## src/design/txrfm_pkg.sv

```systemverilog
// Package with register map, field layout, reset values and types of the transmitter control block
package txrfm_pkg;

  // Register offsets on the internal configuration port (7-bit address)
  localparam logic [6:0] TXRFM_ADDR_MAIN = 7'h00;
  localparam logic [6:0] TXRFM_ADDR_FREQ_2A = 7'h01;
  localparam logic [6:0] TXRFM_ADDR_FREQ_1A = 7'h02;
  localparam logic [6:0] TXRFM_ADDR_FREQ_0A = 7'h03;
  localparam logic [6:0] TXRFM_ADDR_FREQ_2B = 7'h04;
  localparam logic [6:0] TXRFM_ADDR_FREQ_1B = 7'h05;
  localparam logic [6:0] TXRFM_ADDR_FREQ_0B = 7'h06;
  localparam logic [6:0] TXRFM_ADDR_CLOCK = 7'h07;
  localparam logic [6:0] TXRFM_ADDR_DEV = 7'h08;
  localparam logic [6:0] TXRFM_ADDR_MODEM = 7'h09;
  localparam logic [6:0] TXRFM_ADDR_LEVEL = 7'h0A;
  localparam logic [6:0] TXRFM_ADDR_STATUS = 7'h0B;

  // Field positions
  localparam int TXRFM_MAIN_CHSEL = 0;
  localparam int TXRFM_MAIN_TXEN = 1;
  localparam int TXRFM_CLK_REFDIV_LSB = 0;
  localparam int TXRFM_CLK_PSB_LSB = 3;
  localparam int TXRFM_CLK_PSA_LSB = 5;
  localparam int TXRFM_DEV_MANT_LSB = 0;
  localparam int TXRFM_DEV_EXP_LSB = 4;
  localparam int TXRFM_DEV_SHAPE = 7;
  localparam int TXRFM_MODEM_BAND = 0;
  localparam int TXRFM_MODEM_FMT_LSB = 1;

  // Reset values
  localparam logic [7:0] TXRFM_RST_MAIN = 8'h00;
  localparam logic [23:0] TXRFM_RST_FREQ = 24'h000000;
  localparam logic [7:0] TXRFM_RST_CLOCK = 8'h01;
  localparam logic [7:0] TXRFM_RST_DEV = 8'h00;
  localparam logic [7:0] TXRFM_RST_MODEM = 8'h00;
  localparam logic [7:0] TXRFM_RST_LEVEL = 8'h00;

  // Data formats
  localparam logic [1:0] TXRFM_FMT_NRZ = 2'h0;
  localparam logic [1:0] TXRFM_FMT_MAN = 2'h1;

  // Rate arithmetic: symbol period in clock cycles is 8*(div+1)*DIV1*DIV2
  localparam int TXRFM_RATE_BASE = 8;
  // Carrier offsets in units of f_ref/65536: 3/4 and 3/2
  localparam logic [25:0] TXRFM_LOW_BAND_BASE = 26'h000C000;
  localparam logic [25:0] TXRFM_HIGH_BAND_BASE = 26'h0018000;

  // Timing: fastest transparent rate and the matching shortest bit time
  localparam real TXRFM_ASYNC_MAX_KBAUD = 153.6;
  localparam real TXRFM_CLK_MHZ = 25.0;
  localparam int TXRFM_ASYNC_MIN_CYC = int'($ceil(TXRFM_CLK_MHZ * 1000.0 / TXRFM_ASYNC_MAX_KBAUD));

  // Settings applied at symbol boundaries
  typedef struct packed {
    logic [2:0] ref_div;
    logic [2:0] symbol_prescale_a;
    logic [1:0] symbol_prescale_b;
    logic chan_sel;
    logic shaping;
    logic [2:0] shift_exponent;
    logic [3:0] shift_mantissa;
    logic band_choice_bit;
    logic [1:0] data_format;
  } txrfm_cfg_t;

  // Synthesizer drive bundle
  typedef struct packed {
    logic [25:0] freq_word;
    logic band_choice_bit;
    logic spur_spread_enable;
    logic amp_on;
    logic gauss_on;
    logic symbol;
  } txrfm_synth_t;

endpackage

```

## src/design/txrfm_fifo.sv

```systemverilog
// Small synchronous FIFO with valid/ready on both sides
`timescale 1ns/1ps
module txrfm_fifo import txrfm_pkg::*; #(
  parameter int WIDTH = 1,
  parameter int DEPTH = 16
) (
  input wire logic clock, // System clock
  input wire logic rst, // Synchronous reset
  input wire logic in_valid, // Write request
  output logic in_ready, // Not full
  input wire logic [WIDTH-1:0] in_data, // Write data
  output logic out_valid, // Not empty
  input wire logic out_ready, // Read accept
  output logic [WIDTH-1:0] out_data, // Head word
  output logic [$clog2(DEPTH):0] level // Words held
);
  localparam int AW = $clog2(DEPTH);

  initial begin
    if (DEPTH < 2 || (1 << AW) != DEPTH) $error("txrfm_fifo: DEPTH must be a power of two");
  end

  logic [WIDTH-1:0] mem [DEPTH];
  logic [AW:0] wr_ptr_reg;
  logic [AW:0] rd_ptr_reg;
  wire logic push = in_valid && in_ready;
  wire logic pop = out_valid && out_ready;

  // Extra pointer bit tells full from empty
  assign in_ready = (wr_ptr_reg - rd_ptr_reg) != (AW + 1)'(DEPTH);
  assign out_valid = wr_ptr_reg != rd_ptr_reg;
  assign out_data = mem[rd_ptr_reg[AW-1:0]];
  assign level = wr_ptr_reg - rd_ptr_reg;

  // Storage array, no reset needed
  always_ff @(posedge clock) begin
    if (push) mem[wr_ptr_reg[AW-1:0]] <= in_data;
  end

  // Pointers
  always_ff @(posedge clock) begin
    if (rst) begin
      wr_ptr_reg <= '0;
      rd_ptr_reg <= '0;
    end else begin
      if (push) wr_ptr_reg <= wr_ptr_reg + 1'b1;
      if (pop) rd_ptr_reg <= rd_ptr_reg + 1'b1;
    end
  end
endmodule

```

## src/design/txrfm_ctrl.sv

```systemverilog
// Transmitter rate, channel, deviation, modulation and power control
//
// Summary of operation
// - Symbol period is 8*(div+1)*DIV1*DIV2 crystal cycles
// - First prescaler codes give 2.5 to 64
// - Second prescaler codes give 1,2,4,8
// - Transparent mode passes input bits at host rate
// - Two channel words, main bit selects one
// - Three bytes per word, low bit dithers
// - Lower band carrier: 3/4 plus word/32768
// - Upper band carrier: 3/2 plus word/16384
// - Band bit: 0 lower band, 1 upper
// - Reference is crystal over divider plus one
// - Deviation: four-bit mantissa, three-bit exponent
// - Zero minus deviation, one plus deviation
// - Zero mantissa selects full-depth on-off keying
// - Shaping bit enables Gaussian filtering when mantissa is nonzero, BT 0.5
// - Eight-bit output power code register
// - Manchester: zero rises, one falls, half rate
`timescale 1ns/1ps
module txrfm_ctrl import txrfm_pkg::*; #(
  parameter int FIFO_DEPTH = 16
) (
  input wire logic clock, // 25 MHz system clock
  input wire logic rst, // Synchronous reset, active high
  input wire logic cfg_wr, // Configuration write strobe
  input wire logic cfg_rd, // Configuration read strobe
  input wire logic [6:0] cfg_addr, // Register address
  input wire logic [7:0] cfg_wdata, // Write data
  output logic [7:0] cfg_rdata, // Read data, one cycle after cfg_rd
  input wire logic tx_bit_input, // Transmit data from host
  output logic tx_bit_clock, // Bit clock to host
  output txrfm_synth_t synth, // Synthesizer and modulator drive
  output logic [7:0] output_level_code // Power amplifier code
);

  initial begin
    if (FIFO_DEPTH < 2) $error("txrfm_ctrl: FIFO_DEPTH too small");
  end

  localparam int LW = $clog2(FIFO_DEPTH) + 1;

  // Software registers
  logic [7:0] main_reg;
  logic [23:0] freq_a_reg;
  logic [23:0] freq_b_reg;
  logic [7:0] clock_reg;
  logic [7:0] dev_reg;
  logic [7:0] modem_reg;
  logic [7:0] output_level_code_reg;
  logic [7:0] cfg_rdata_reg;

  // Applied settings
  txrfm_cfg_t act_reg;
  logic [23:0] act_word_reg;

  // Timing and data path state
  logic [15:0] div_cnt_reg;
  logic bclk_reg;
  logic phase_reg;
  logic man_bit_reg;
  logic sym_reg;
  logic sym_next;
  txrfm_synth_t synth_reg;
  txrfm_synth_t synth_next;

  // Address decode
  wire logic wr_main = cfg_wr && cfg_addr == TXRFM_ADDR_MAIN;
  wire logic wr_f2a = cfg_wr && cfg_addr == TXRFM_ADDR_FREQ_2A;
  wire logic wr_f1a = cfg_wr && cfg_addr == TXRFM_ADDR_FREQ_1A;
  wire logic wr_f0a = cfg_wr && cfg_addr == TXRFM_ADDR_FREQ_0A;
  wire logic wr_f2b = cfg_wr && cfg_addr == TXRFM_ADDR_FREQ_2B;
  wire logic wr_f1b = cfg_wr && cfg_addr == TXRFM_ADDR_FREQ_1B;
  wire logic wr_f0b = cfg_wr && cfg_addr == TXRFM_ADDR_FREQ_0B;
  wire logic wr_clock = cfg_wr && cfg_addr == TXRFM_ADDR_CLOCK;
  wire logic wr_dev = cfg_wr && cfg_addr == TXRFM_ADDR_DEV;
  wire logic wr_modem = cfg_wr && cfg_addr == TXRFM_ADDR_MODEM;
  wire logic wr_level = cfg_wr && cfg_addr == TXRFM_ADDR_LEVEL;

  // Staged settings as software wrote them
  txrfm_cfg_t stage;
  assign stage.ref_div = clock_reg[TXRFM_CLK_REFDIV_LSB +: 3];
  assign stage.symbol_prescale_b = clock_reg[TXRFM_CLK_PSB_LSB +: 2];
  assign stage.symbol_prescale_a = clock_reg[TXRFM_CLK_PSA_LSB +: 3];
  assign stage.chan_sel = main_reg[TXRFM_MAIN_CHSEL];
  assign stage.shift_mantissa = dev_reg[TXRFM_DEV_MANT_LSB +: 4];
  assign stage.shift_exponent = dev_reg[TXRFM_DEV_EXP_LSB +: 3];
  assign stage.shaping = dev_reg[TXRFM_DEV_SHAPE];
  assign stage.band_choice_bit = modem_reg[TXRFM_MODEM_BAND];
  assign stage.data_format = modem_reg[TXRFM_MODEM_FMT_LSB +: 2];

  wire logic tx_en = main_reg[TXRFM_MAIN_TXEN];
  wire logic is_async = act_reg.data_format[1];
  wire logic is_man = act_reg.data_format == TXRFM_FMT_MAN;

  // First prescaler in half units so that 2.5, 7.5 and 12.5 stay integer
  function automatic logic [7:0] div1_x2(input logic [2:0] code);
    logic [7:0] f;
    f = 8'h05;
    unique case (code)
      3'h0: f = 8'h05; // 2.5
      3'h1: f = 8'h06; // 3
      3'h2: f = 8'h08; // 4
      3'h3: f = 8'h0F; // 7.5
      3'h4: f = 8'h19; // 12.5
      3'h5: f = 8'h50; // 40
      3'h6: f = 8'h60; // 48
      3'h7: f = 8'h80; // 64
    endcase
    return f;
  endfunction

  // Symbol period: 8 * (div+1) * DIV1 * DIV2 = 4 * (div+1) * 2*DIV1 << code_b
  wire logic [3:0] ref_plus1 = {1'b0, act_reg.ref_div} + 4'h1;
  wire logic [11:0] ref_x_div1 = {8'h00, ref_plus1} * {4'h0, div1_x2(act_reg.symbol_prescale_a)};
  wire logic [15:0] period = {2'b00, ref_x_div1, 2'b00} << act_reg.symbol_prescale_b;
  wire logic [15:0] half_period = {1'b0, period[15:1]};
  wire logic sym_tick = tx_en && !is_async && div_cnt_reg >= period - 16'h0001;
  wire logic half_tick = tx_en && !is_async && div_cnt_reg == half_period - 16'h0001;

  // Settings land only between symbols; idle or transparent mode applies at once
  wire logic apply_cfg = !tx_en || is_async || sym_tick;

  // Bit clock edges: NRZ rises every symbol, Manchester every other symbol
  wire logic bclk_rise = sym_tick && (!is_man || !phase_reg);
  wire logic bclk_fall = is_man ? (sym_tick && phase_reg) : half_tick;

  // FIFO between sampled host bits and the modulator
  logic fifo_in_ready;
  logic fifo_out_valid;
  logic fifo_out_data;
  logic [LW-1:0] fifo_level;
  wire logic push = bclk_rise && fifo_in_ready;
  wire logic pop = sym_tick && (!is_man || !phase_reg);

  txrfm_fifo #(.WIDTH(1), .DEPTH(FIFO_DEPTH)) u_fifo (
    .clock(clock),
    .rst(rst || !tx_en),
    .in_valid(push),
    .in_ready(fifo_in_ready),
    .in_data(tx_bit_input),
    .out_valid(fifo_out_valid),
    .out_ready(pop),
    .out_data(fifo_out_data),
    .level(fifo_level)
  );

  // Carrier word in units of f_ref/65536; word[23:1] is frequency, word[0] spur_spread_enable
  wire logic [22:0] freq_field = act_word_reg[23:1];
  wire logic dith = act_word_reg[0];
  wire logic [25:0] low_carrier = TXRFM_LOW_BAND_BASE + {2'b00, freq_field, 1'b0} + {25'h0, dith};
  wire logic [25:0] high_carrier = TXRFM_HIGH_BAND_BASE + {1'b0, freq_field, 2'b00} + {24'h0, dith, 1'b0};
  wire logic [25:0] carrier = act_reg.band_choice_bit ? high_carrier : low_carrier;

  // Deviation: mantissa * 2^(exp-16) lower band, 2^(exp-15) upper band
  wire logic [3:0] dev_shift = {1'b0, act_reg.shift_exponent} + {3'h0, act_reg.band_choice_bit};
  wire logic [25:0] deviation = 26'({22'h0, act_reg.shift_mantissa} << dev_shift);
  wire logic ook = act_reg.shift_mantissa == 4'h0;

  // Symbol selection per data format
  always_comb begin
    sym_next = sym_reg;
    if (!tx_en) begin
      sym_next = 1'b0;
    end else if (is_async) begin
      sym_next = tx_bit_input;
    end else if (sym_tick) begin
      if (is_man && phase_reg) begin
        sym_next = ~man_bit_reg;
      end else if (fifo_out_valid) begin
        sym_next = fifo_out_data;
      end else begin
        sym_next = 1'b0;
      end
    end
  end

  // Synthesizer drive: carrier minus deviation for zero, plus for one
  always_comb begin
    synth_next.band_choice_bit = act_reg.band_choice_bit;
    synth_next.spur_spread_enable = dith;
    synth_next.gauss_on = act_reg.shaping && !ook;
    synth_next.symbol = sym_reg;
    if (ook) begin
      synth_next.freq_word = carrier;
      synth_next.amp_on = tx_en && sym_reg;
    end else begin
      synth_next.freq_word = sym_reg ? carrier + deviation : carrier - deviation;
      synth_next.amp_on = tx_en;
    end
  end

  // Read mux; status shows FIFO fill, bit clock, phase and symbol
  wire logic [7:0] status = {1'b0, 4'(fifo_level), phase_reg, bclk_reg, sym_reg};
  logic [7:0] rd_mux;
  always_comb begin
    unique case (cfg_addr)
      TXRFM_ADDR_MAIN: rd_mux = main_reg;
      TXRFM_ADDR_FREQ_2A: rd_mux = freq_a_reg[23:16];
      TXRFM_ADDR_FREQ_1A: rd_mux = freq_a_reg[15:8];
      TXRFM_ADDR_FREQ_0A: rd_mux = freq_a_reg[7:0];
      TXRFM_ADDR_FREQ_2B: rd_mux = freq_b_reg[23:16];
      TXRFM_ADDR_FREQ_1B: rd_mux = freq_b_reg[15:8];
      TXRFM_ADDR_FREQ_0B: rd_mux = freq_b_reg[7:0];
      TXRFM_ADDR_CLOCK: rd_mux = clock_reg;
      TXRFM_ADDR_DEV: rd_mux = dev_reg;
      TXRFM_ADDR_MODEM: rd_mux = modem_reg;
      TXRFM_ADDR_LEVEL: rd_mux = output_level_code_reg;
      TXRFM_ADDR_STATUS: rd_mux = status;
      default: rd_mux = 8'h00;
    endcase
  end

  // Control and power registers
  always_ff @(posedge clock) begin
    if (rst) begin
      main_reg <= TXRFM_RST_MAIN;
      clock_reg <= TXRFM_RST_CLOCK;
      dev_reg <= TXRFM_RST_DEV;
      modem_reg <= TXRFM_RST_MODEM;
      output_level_code_reg <= TXRFM_RST_LEVEL;
    end else begin
      if (wr_main) main_reg <= cfg_wdata;
      if (wr_clock) clock_reg <= cfg_wdata;
      if (wr_dev) dev_reg <= cfg_wdata;
      if (wr_modem) modem_reg <= cfg_wdata;
      if (wr_level) output_level_code_reg <= cfg_wdata;
    end
  end

  // Channel words, one byte per address
  always_ff @(posedge clock) begin
    if (rst) begin
      freq_a_reg <= TXRFM_RST_FREQ;
      freq_b_reg <= TXRFM_RST_FREQ;
    end else begin
      if (wr_f2a) freq_a_reg[23:16] <= cfg_wdata;
      if (wr_f1a) freq_a_reg[15:8] <= cfg_wdata;
      if (wr_f0a) freq_a_reg[7:0] <= cfg_wdata;
      if (wr_f2b) freq_b_reg[23:16] <= cfg_wdata;
      if (wr_f1b) freq_b_reg[15:8] <= cfg_wdata;
      if (wr_f0b) freq_b_reg[7:0] <= cfg_wdata;
    end
  end

  // Applied settings and selected channel word
  always_ff @(posedge clock) begin
    if (rst) begin
      act_reg <= '0;
      act_word_reg <= TXRFM_RST_FREQ;
    end else if (apply_cfg) begin
      act_reg <= stage;
      act_word_reg <= stage.chan_sel ? freq_b_reg : freq_a_reg;
    end
  end

  // Symbol rate divider; wrap on >= so a shrunken period cannot run away
  always_ff @(posedge clock) begin
    if (rst || !tx_en || is_async) begin
      div_cnt_reg <= 16'h0000;
    end else if (sym_tick) begin
      div_cnt_reg <= 16'h0000;
    end else begin
      div_cnt_reg <= div_cnt_reg + 16'h0001;
    end
  end

  // Bit clock and Manchester phase; transparent mode parks the clock
  always_ff @(posedge clock) begin
    if (rst || !tx_en) begin
      bclk_reg <= 1'b0;
      phase_reg <= 1'b0;
    end else if (is_async) begin
      bclk_reg <= act_reg.data_format[0];
      phase_reg <= 1'b0;
    end else begin
      if (bclk_rise) bclk_reg <= 1'b1;
      else if (bclk_fall) bclk_reg <= 1'b0;
      if (sym_tick) phase_reg <= is_man ? ~phase_reg : 1'b0;
    end
  end

  // Held Manchester bit; first half carries the bit, second its inverse
  always_ff @(posedge clock) begin
    if (rst) begin
      man_bit_reg <= 1'b0;
    end else if (sym_tick && is_man && !phase_reg) begin
      man_bit_reg <= fifo_out_valid ? fifo_out_data : 1'b0;
    end
  end

  // Output stage, all outputs registered
  always_ff @(posedge clock) begin
    if (rst) begin
      sym_reg <= 1'b0;
      synth_reg <= '0;
      cfg_rdata_reg <= 8'h00;
    end else begin
      sym_reg <= sym_next;
      synth_reg <= synth_next;
      if (cfg_rd) cfg_rdata_reg <= rd_mux;
    end
  end

  assign synth = synth_reg;
  assign tx_bit_clock = bclk_reg;
  assign output_level_code = output_level_code_reg;
  assign cfg_rdata = cfg_rdata_reg;

endmodule

```

## config.mk

```make
export PLATFORM = sky130hd
export DESIGN_NAME = txrfm_ctrl
export DESIGN_NICKNAME = d
export VERILOG_FILES = /design/src/design/txrfm_pkg.sv /design/src/design/txrfm_fifo.sv /design/src/design/txrfm_ctrl.sv
export SDC_FILE = /design/constraint.sdc
export NUM_CORES = 1
export LEC_CHECK = 0
export BUFFER_PORTS_ARGS = -buffer_cell sky130_fd_sc_hd__clkbuf_2
export CAP_MARGIN = 0
export CORE_ASPECT_RATIO = 1.2
export CORE_MARGIN = 2
export CORE_UTILIZATION = 32
export CTS_BUF_LIST = sky130_fd_sc_hd__clkbuf_4 sky130_fd_sc_hd__clkbuf_8
export CTS_CLUSTER_DIAMETER = 60
export CTS_CLUSTER_SIZE = 10
export DETAILED_ROUTE_END_ITERATION = 6
export SKIP_CTS_REPAIR_TIMING = 1
export SLEW_MARGIN = 20
export SYNTH_ARGS = -nofsm -noshare
export SYNTH_HDL_FRONTEND = slang
export SYNTH_SLANG_ARGS = --single-unit
export TNS_END_PERCENT = 20
```

## constraint.sdc

```tcl
create_clock -name clock -period 14.6 [get_ports clock]
set_clock_uncertainty 0.05 [all_clocks]
set_input_delay 2.92 -clock clock [delete_from_list [all_inputs] [get_ports clock]]
set_output_delay 2.92 -clock clock [all_outputs]
set_load 0.03 [all_outputs]
```

==> impl_results.md <==
- Combinational power share: 4.9%
- Mean instance size in the synthesized netlist: 8.11 µm²
- Remaining antenna violation count after routing: 0
- Starting utilization of the core area: 32.6%
- Sum of net half-perimeters after detailed placement: ~29000 µm
- RSZ-0062 raised after global routing: no
- Max clock buf depth: 3
- Final Hold Violating Endpoints: 0
- Std cell rows: 84
- Core area: approximately 44000 µm²
- Area contributors post-synth: sky130_fd_sc_hd__dfxtp_1 (30%), sky130_fd_sc_hd__ha_1 (6.4%), sky130_fd_sc_hd__a21oi_1 (5.8%)
- Portion of the clock cycle consumed by the worst path in the final layout: a little under three fifths
- Total power after layout: about 1.1 mW
- Reported net switching power: 280 µW
- Drt first pass iters: 6
- DIE WIDTH: 197 µm
- Clk pwr share: 38.4%
- Port buffer count: 67
- Initial antenna violation count: 1
- Worst hold slack: a little over 400 ps
- Internal power: 838 µW
- Summed negative setup slack over all endpoints: 0 ps
- Top Ports: 68
- Final estimated routing congestion in global placement: 0.879
- Total power divided by cell area: 71.9 nW/µm²
- Layout cell share with drive strength beyond 1: around a tenth
- Clk sink count: around 230
- Detailed-route wire length per cell: 17.2 µm
- Count leader, synth: sky130_fd_sc_hd__dfxtp_1
- CTS clk-pin slew, worst paths: 70 ps
- Initial detailed-routing violation count: 1186
- Source-to-sink clock delay at the later pin of the worst-skew pair: roughly 600 ps
- Post-synthesis cell count: 1765
- CP Max Fanout: 11
- Critical Setup Path Class: reg2reg
- Final routed wirelength across all metal layers: around 40000 µm
- Pin count of the biggest net entering global routing: 101
- Setup slack at placement: 6380 ps
- Largest voltage drop on the vdd net: a little over 0.00006 V
- H-tree level count: 1
- TritonCTS clock tree: built
- Status: complete, no violations
- Number of nets in the layout: approximately 1900
- Max_cap viols: 0
- Root Driver: sky130_fd_sc_hd__clkbuf_8
- Total clock buffers created by CTS: 29
- Flip-flop count of the largest register, all copies and words added: 31
- Via density per instance: around 5.5
- Post-synth top flop: sky130_fd_sc_hd__dfxtp_1
- DRC violation count after routing: 0
- Slew @ Worst Pin: approximately 1100 ps
- Y dimension of the die: 236 µm
- Remaining global-route overflow: 0
- Global-route wire length before repair: 64100 µm
- Arr. time, crit path: 8770 ps
- Fraction of registers with async set or reset after synthesis: 0%
- Static power due to leakage: 5.88 nW
- Final design instance area without fill: 15500 µm²
- Distinct cell type count of the synthesized netlist: 79
- Top cell type's share of synthesized area: 29.7%
- Final-report max-slew violation count: 0
- Minimum setup slack in the final design: 6290 ps
- Total Die Area: 46400 µm²
- Crit path launch type: flip-flop
- Aggregate global-route resource usage: 16.8%
- Capturing element type of the critical path: flip-flop
- Netlist area before placement: 14300 µm²
- Final setup violation count: 0
- Total number of vias: 12800
- Final core utilization: 35.4%
- Sw Ratio: approximately a quarter
- Required time worst endpoint: 15060 ps
- Non-filler instance count after layout: 2338
- Flop pwr share: 56.6%
- Seq cells post-synth: approximately 230
- Min-delay worst type: reg2reg
- Most instantiated cells after synthesis: sky130_fd_sc_hd__dfxtp_1 (212), sky130_fd_sc_hd__nor2_1 (194), sky130_fd_sc_hd__nand2_1 (182)
- Worst slew margin relative to its limit: 27.5%
- Net count after synthesis: 1872
- Cell type with the highest aggregate area in the netlist: sky130_fd_sc_hd__dfxtp_1
- Number of warnings reported in the yosys synthesis log: 0
- Relative area change from synthesis to final layout: 8.68%
- Placed cell area: 15100 µm²
- Maximum clock frequency: 120 MHz
- Final critical delay including setup and external delays: 8310 ps
- Cells after DPL: 2300
- Vias in the first global route: 12000
- Post-synthesis sequential area ratio: 33.0%
- EDFF count, synth: 16
==> cells by family after synthesis <==
family / Yosys count / synth area share (%)
muxes: 88 / 7.07
and+or+nand+nor: 689 / 22.7
xor gates and xnor gates: 86 / 5.40
buffers and inverters: 173 / 4.67
DFF: 228 / 33.0
AOI/OAI and AO/OA: 414 / 18.8
adders and majority gates: 87 / 8.34
==> layout by cell type, fill, tap and decap left out, types with 25 or more instances in the layout <==
cell type | synthesis | layout
sky130_fd_sc_hd__a211oi_1 | 37 | 37
sky130_fd_sc_hd__and2_1 | 25 | 25
sky130_fd_sc_hd__nand3_1 | 129 | 129
sky130_fd_sc_hd__a22oi_1 | 41 | 41
sky130_fd_sc_hd__nor3_1 | 29 | 25
sky130_fd_sc_hd__xor2_1 | 34 | 34
sky130_fd_sc_hd__nand2_1 | 182 | 182
sky130_fd_sc_hd__nor2_1 | 194 | 193
sky130_fd_sc_hd__xnor2_1 | 51 | 51
sky130_fd_sc_hd__dfxtp_1 | 212 | 212
sky130_fd_sc_hd__a21oi_1 | 166 | 166
sky130_fd_sc_hd__o21ai_0 | 47 | 47
sky130_fd_sc_hd__clkbuf_8 | 0 | 30
sky130_fd_sc_hd__clkbuf_2 | 0 | 65
sky130_fd_sc_hd__inv_1 | 64 | 64
sky130_fd_sc_hd__mux2i_1 | 58 | 58
sky130_fd_sc_hd__ha_1 | 73 | 73
==> layer usage <==
| layer | wire, µm | track usage, % |
|---|---|---|
| met2 | 18300 | 27.0 |
| met5 | 0 | 0 |
| met1 | 18200 | 22.6 |
| met4 | 1410 | 7.29 |
| met3 | 2300 | 2.26 |
==> final cells by class <==
cell class | instances | area, µm²
repair buffers | 85 | 473
clock inverters | 5 | 38.8
flip-flops and latches | 228 | 4720
diodes | 1 | 2.50
multi-input cells | 1364 | 8940
clock buffers | 32 | 428
well taps | 559 | 699
fillers | 4573 | 28400
inverters | 64 | 240
==> power groups by stage <==
stage / Combinational (mW) / Clock, mW / Sequential, mW
6_report: 0.0549 / 0.430 / 0.633
2_1_floorplan: 0.0343 / 0 / 0.650
3_3_place_gp: 0.0533 / 0 / 0.647
4_1_cts: 0.0541 / 0.443 / 0.633
5_1_grt: 0.0593 / 0.468 / 0.633
3_5_place_dp: 0.0538 / 0 / 0.647
==> path summary, 6_finish.rpt <==
check / start / to / slack (ps) / depth (start not counted)
setup / recovery: act_reg[17]$_SDFFE_PP0P_ / u_fifo.wr_ptr_reg[4]$_SDFFE_PP0P_ / 6290 / 25
hold / removal: modem_reg[4]$_SDFFE_PP0P_ / modem_reg[4]$_SDFFE_PP0P_ / 410 / 2
setup reg to reg: act_reg[17]$_SDFFE_PP0P_ / u_fifo.wr_ptr_reg[4]$_SDFFE_PP0P_ / 6290 / 25
hold reg to reg: modem_reg[4]$_SDFFE_PP0P_ / modem_reg[4]$_SDFFE_PP0P_ / 410 / 2
==> critical path, cell delays in order, from the launching register on <==
cell                       delay, ps
sky130_fd_sc_hd__dfxtp_1         500
sky130_fd_sc_hd__ha_1            220
sky130_fd_sc_hd__xor2_1          410
sky130_fd_sc_hd__nand2_1         150
sky130_fd_sc_hd__fa_1            520
sky130_fd_sc_hd__inv_1            50
sky130_fd_sc_hd__fa_1            560
sky130_fd_sc_hd__inv_1            70
sky130_fd_sc_hd__fa_1            440
sky130_fd_sc_hd__nand2b_1        210
sky130_fd_sc_hd__a21oi_1         190
sky130_fd_sc_hd__xnor2_1         240
sky130_fd_sc_hd__mux4_2          360
sky130_fd_sc_hd__nor3b_1         650
sky130_fd_sc_hd__nand3_1         370
sky130_fd_sc_hd__xnor2_1         230
sky130_fd_sc_hd__ha_1            300
sky130_fd_sc_hd__and3_1          150
sky130_fd_sc_hd__nand3_1         100
sky130_fd_sc_hd__a211o_1         240
sky130_fd_sc_hd__a21oi_1         280
sky130_fd_sc_hd__o21ai_1         270
sky130_fd_sc_hd__nor3b_1         800
sky130_fd_sc_hd__nand2_1         320
sky130_fd_sc_hd__or3_1           410
sky130_fd_sc_hd__a21oi_1         140
No activity file was read; power rests on OpenSTA's default activity.
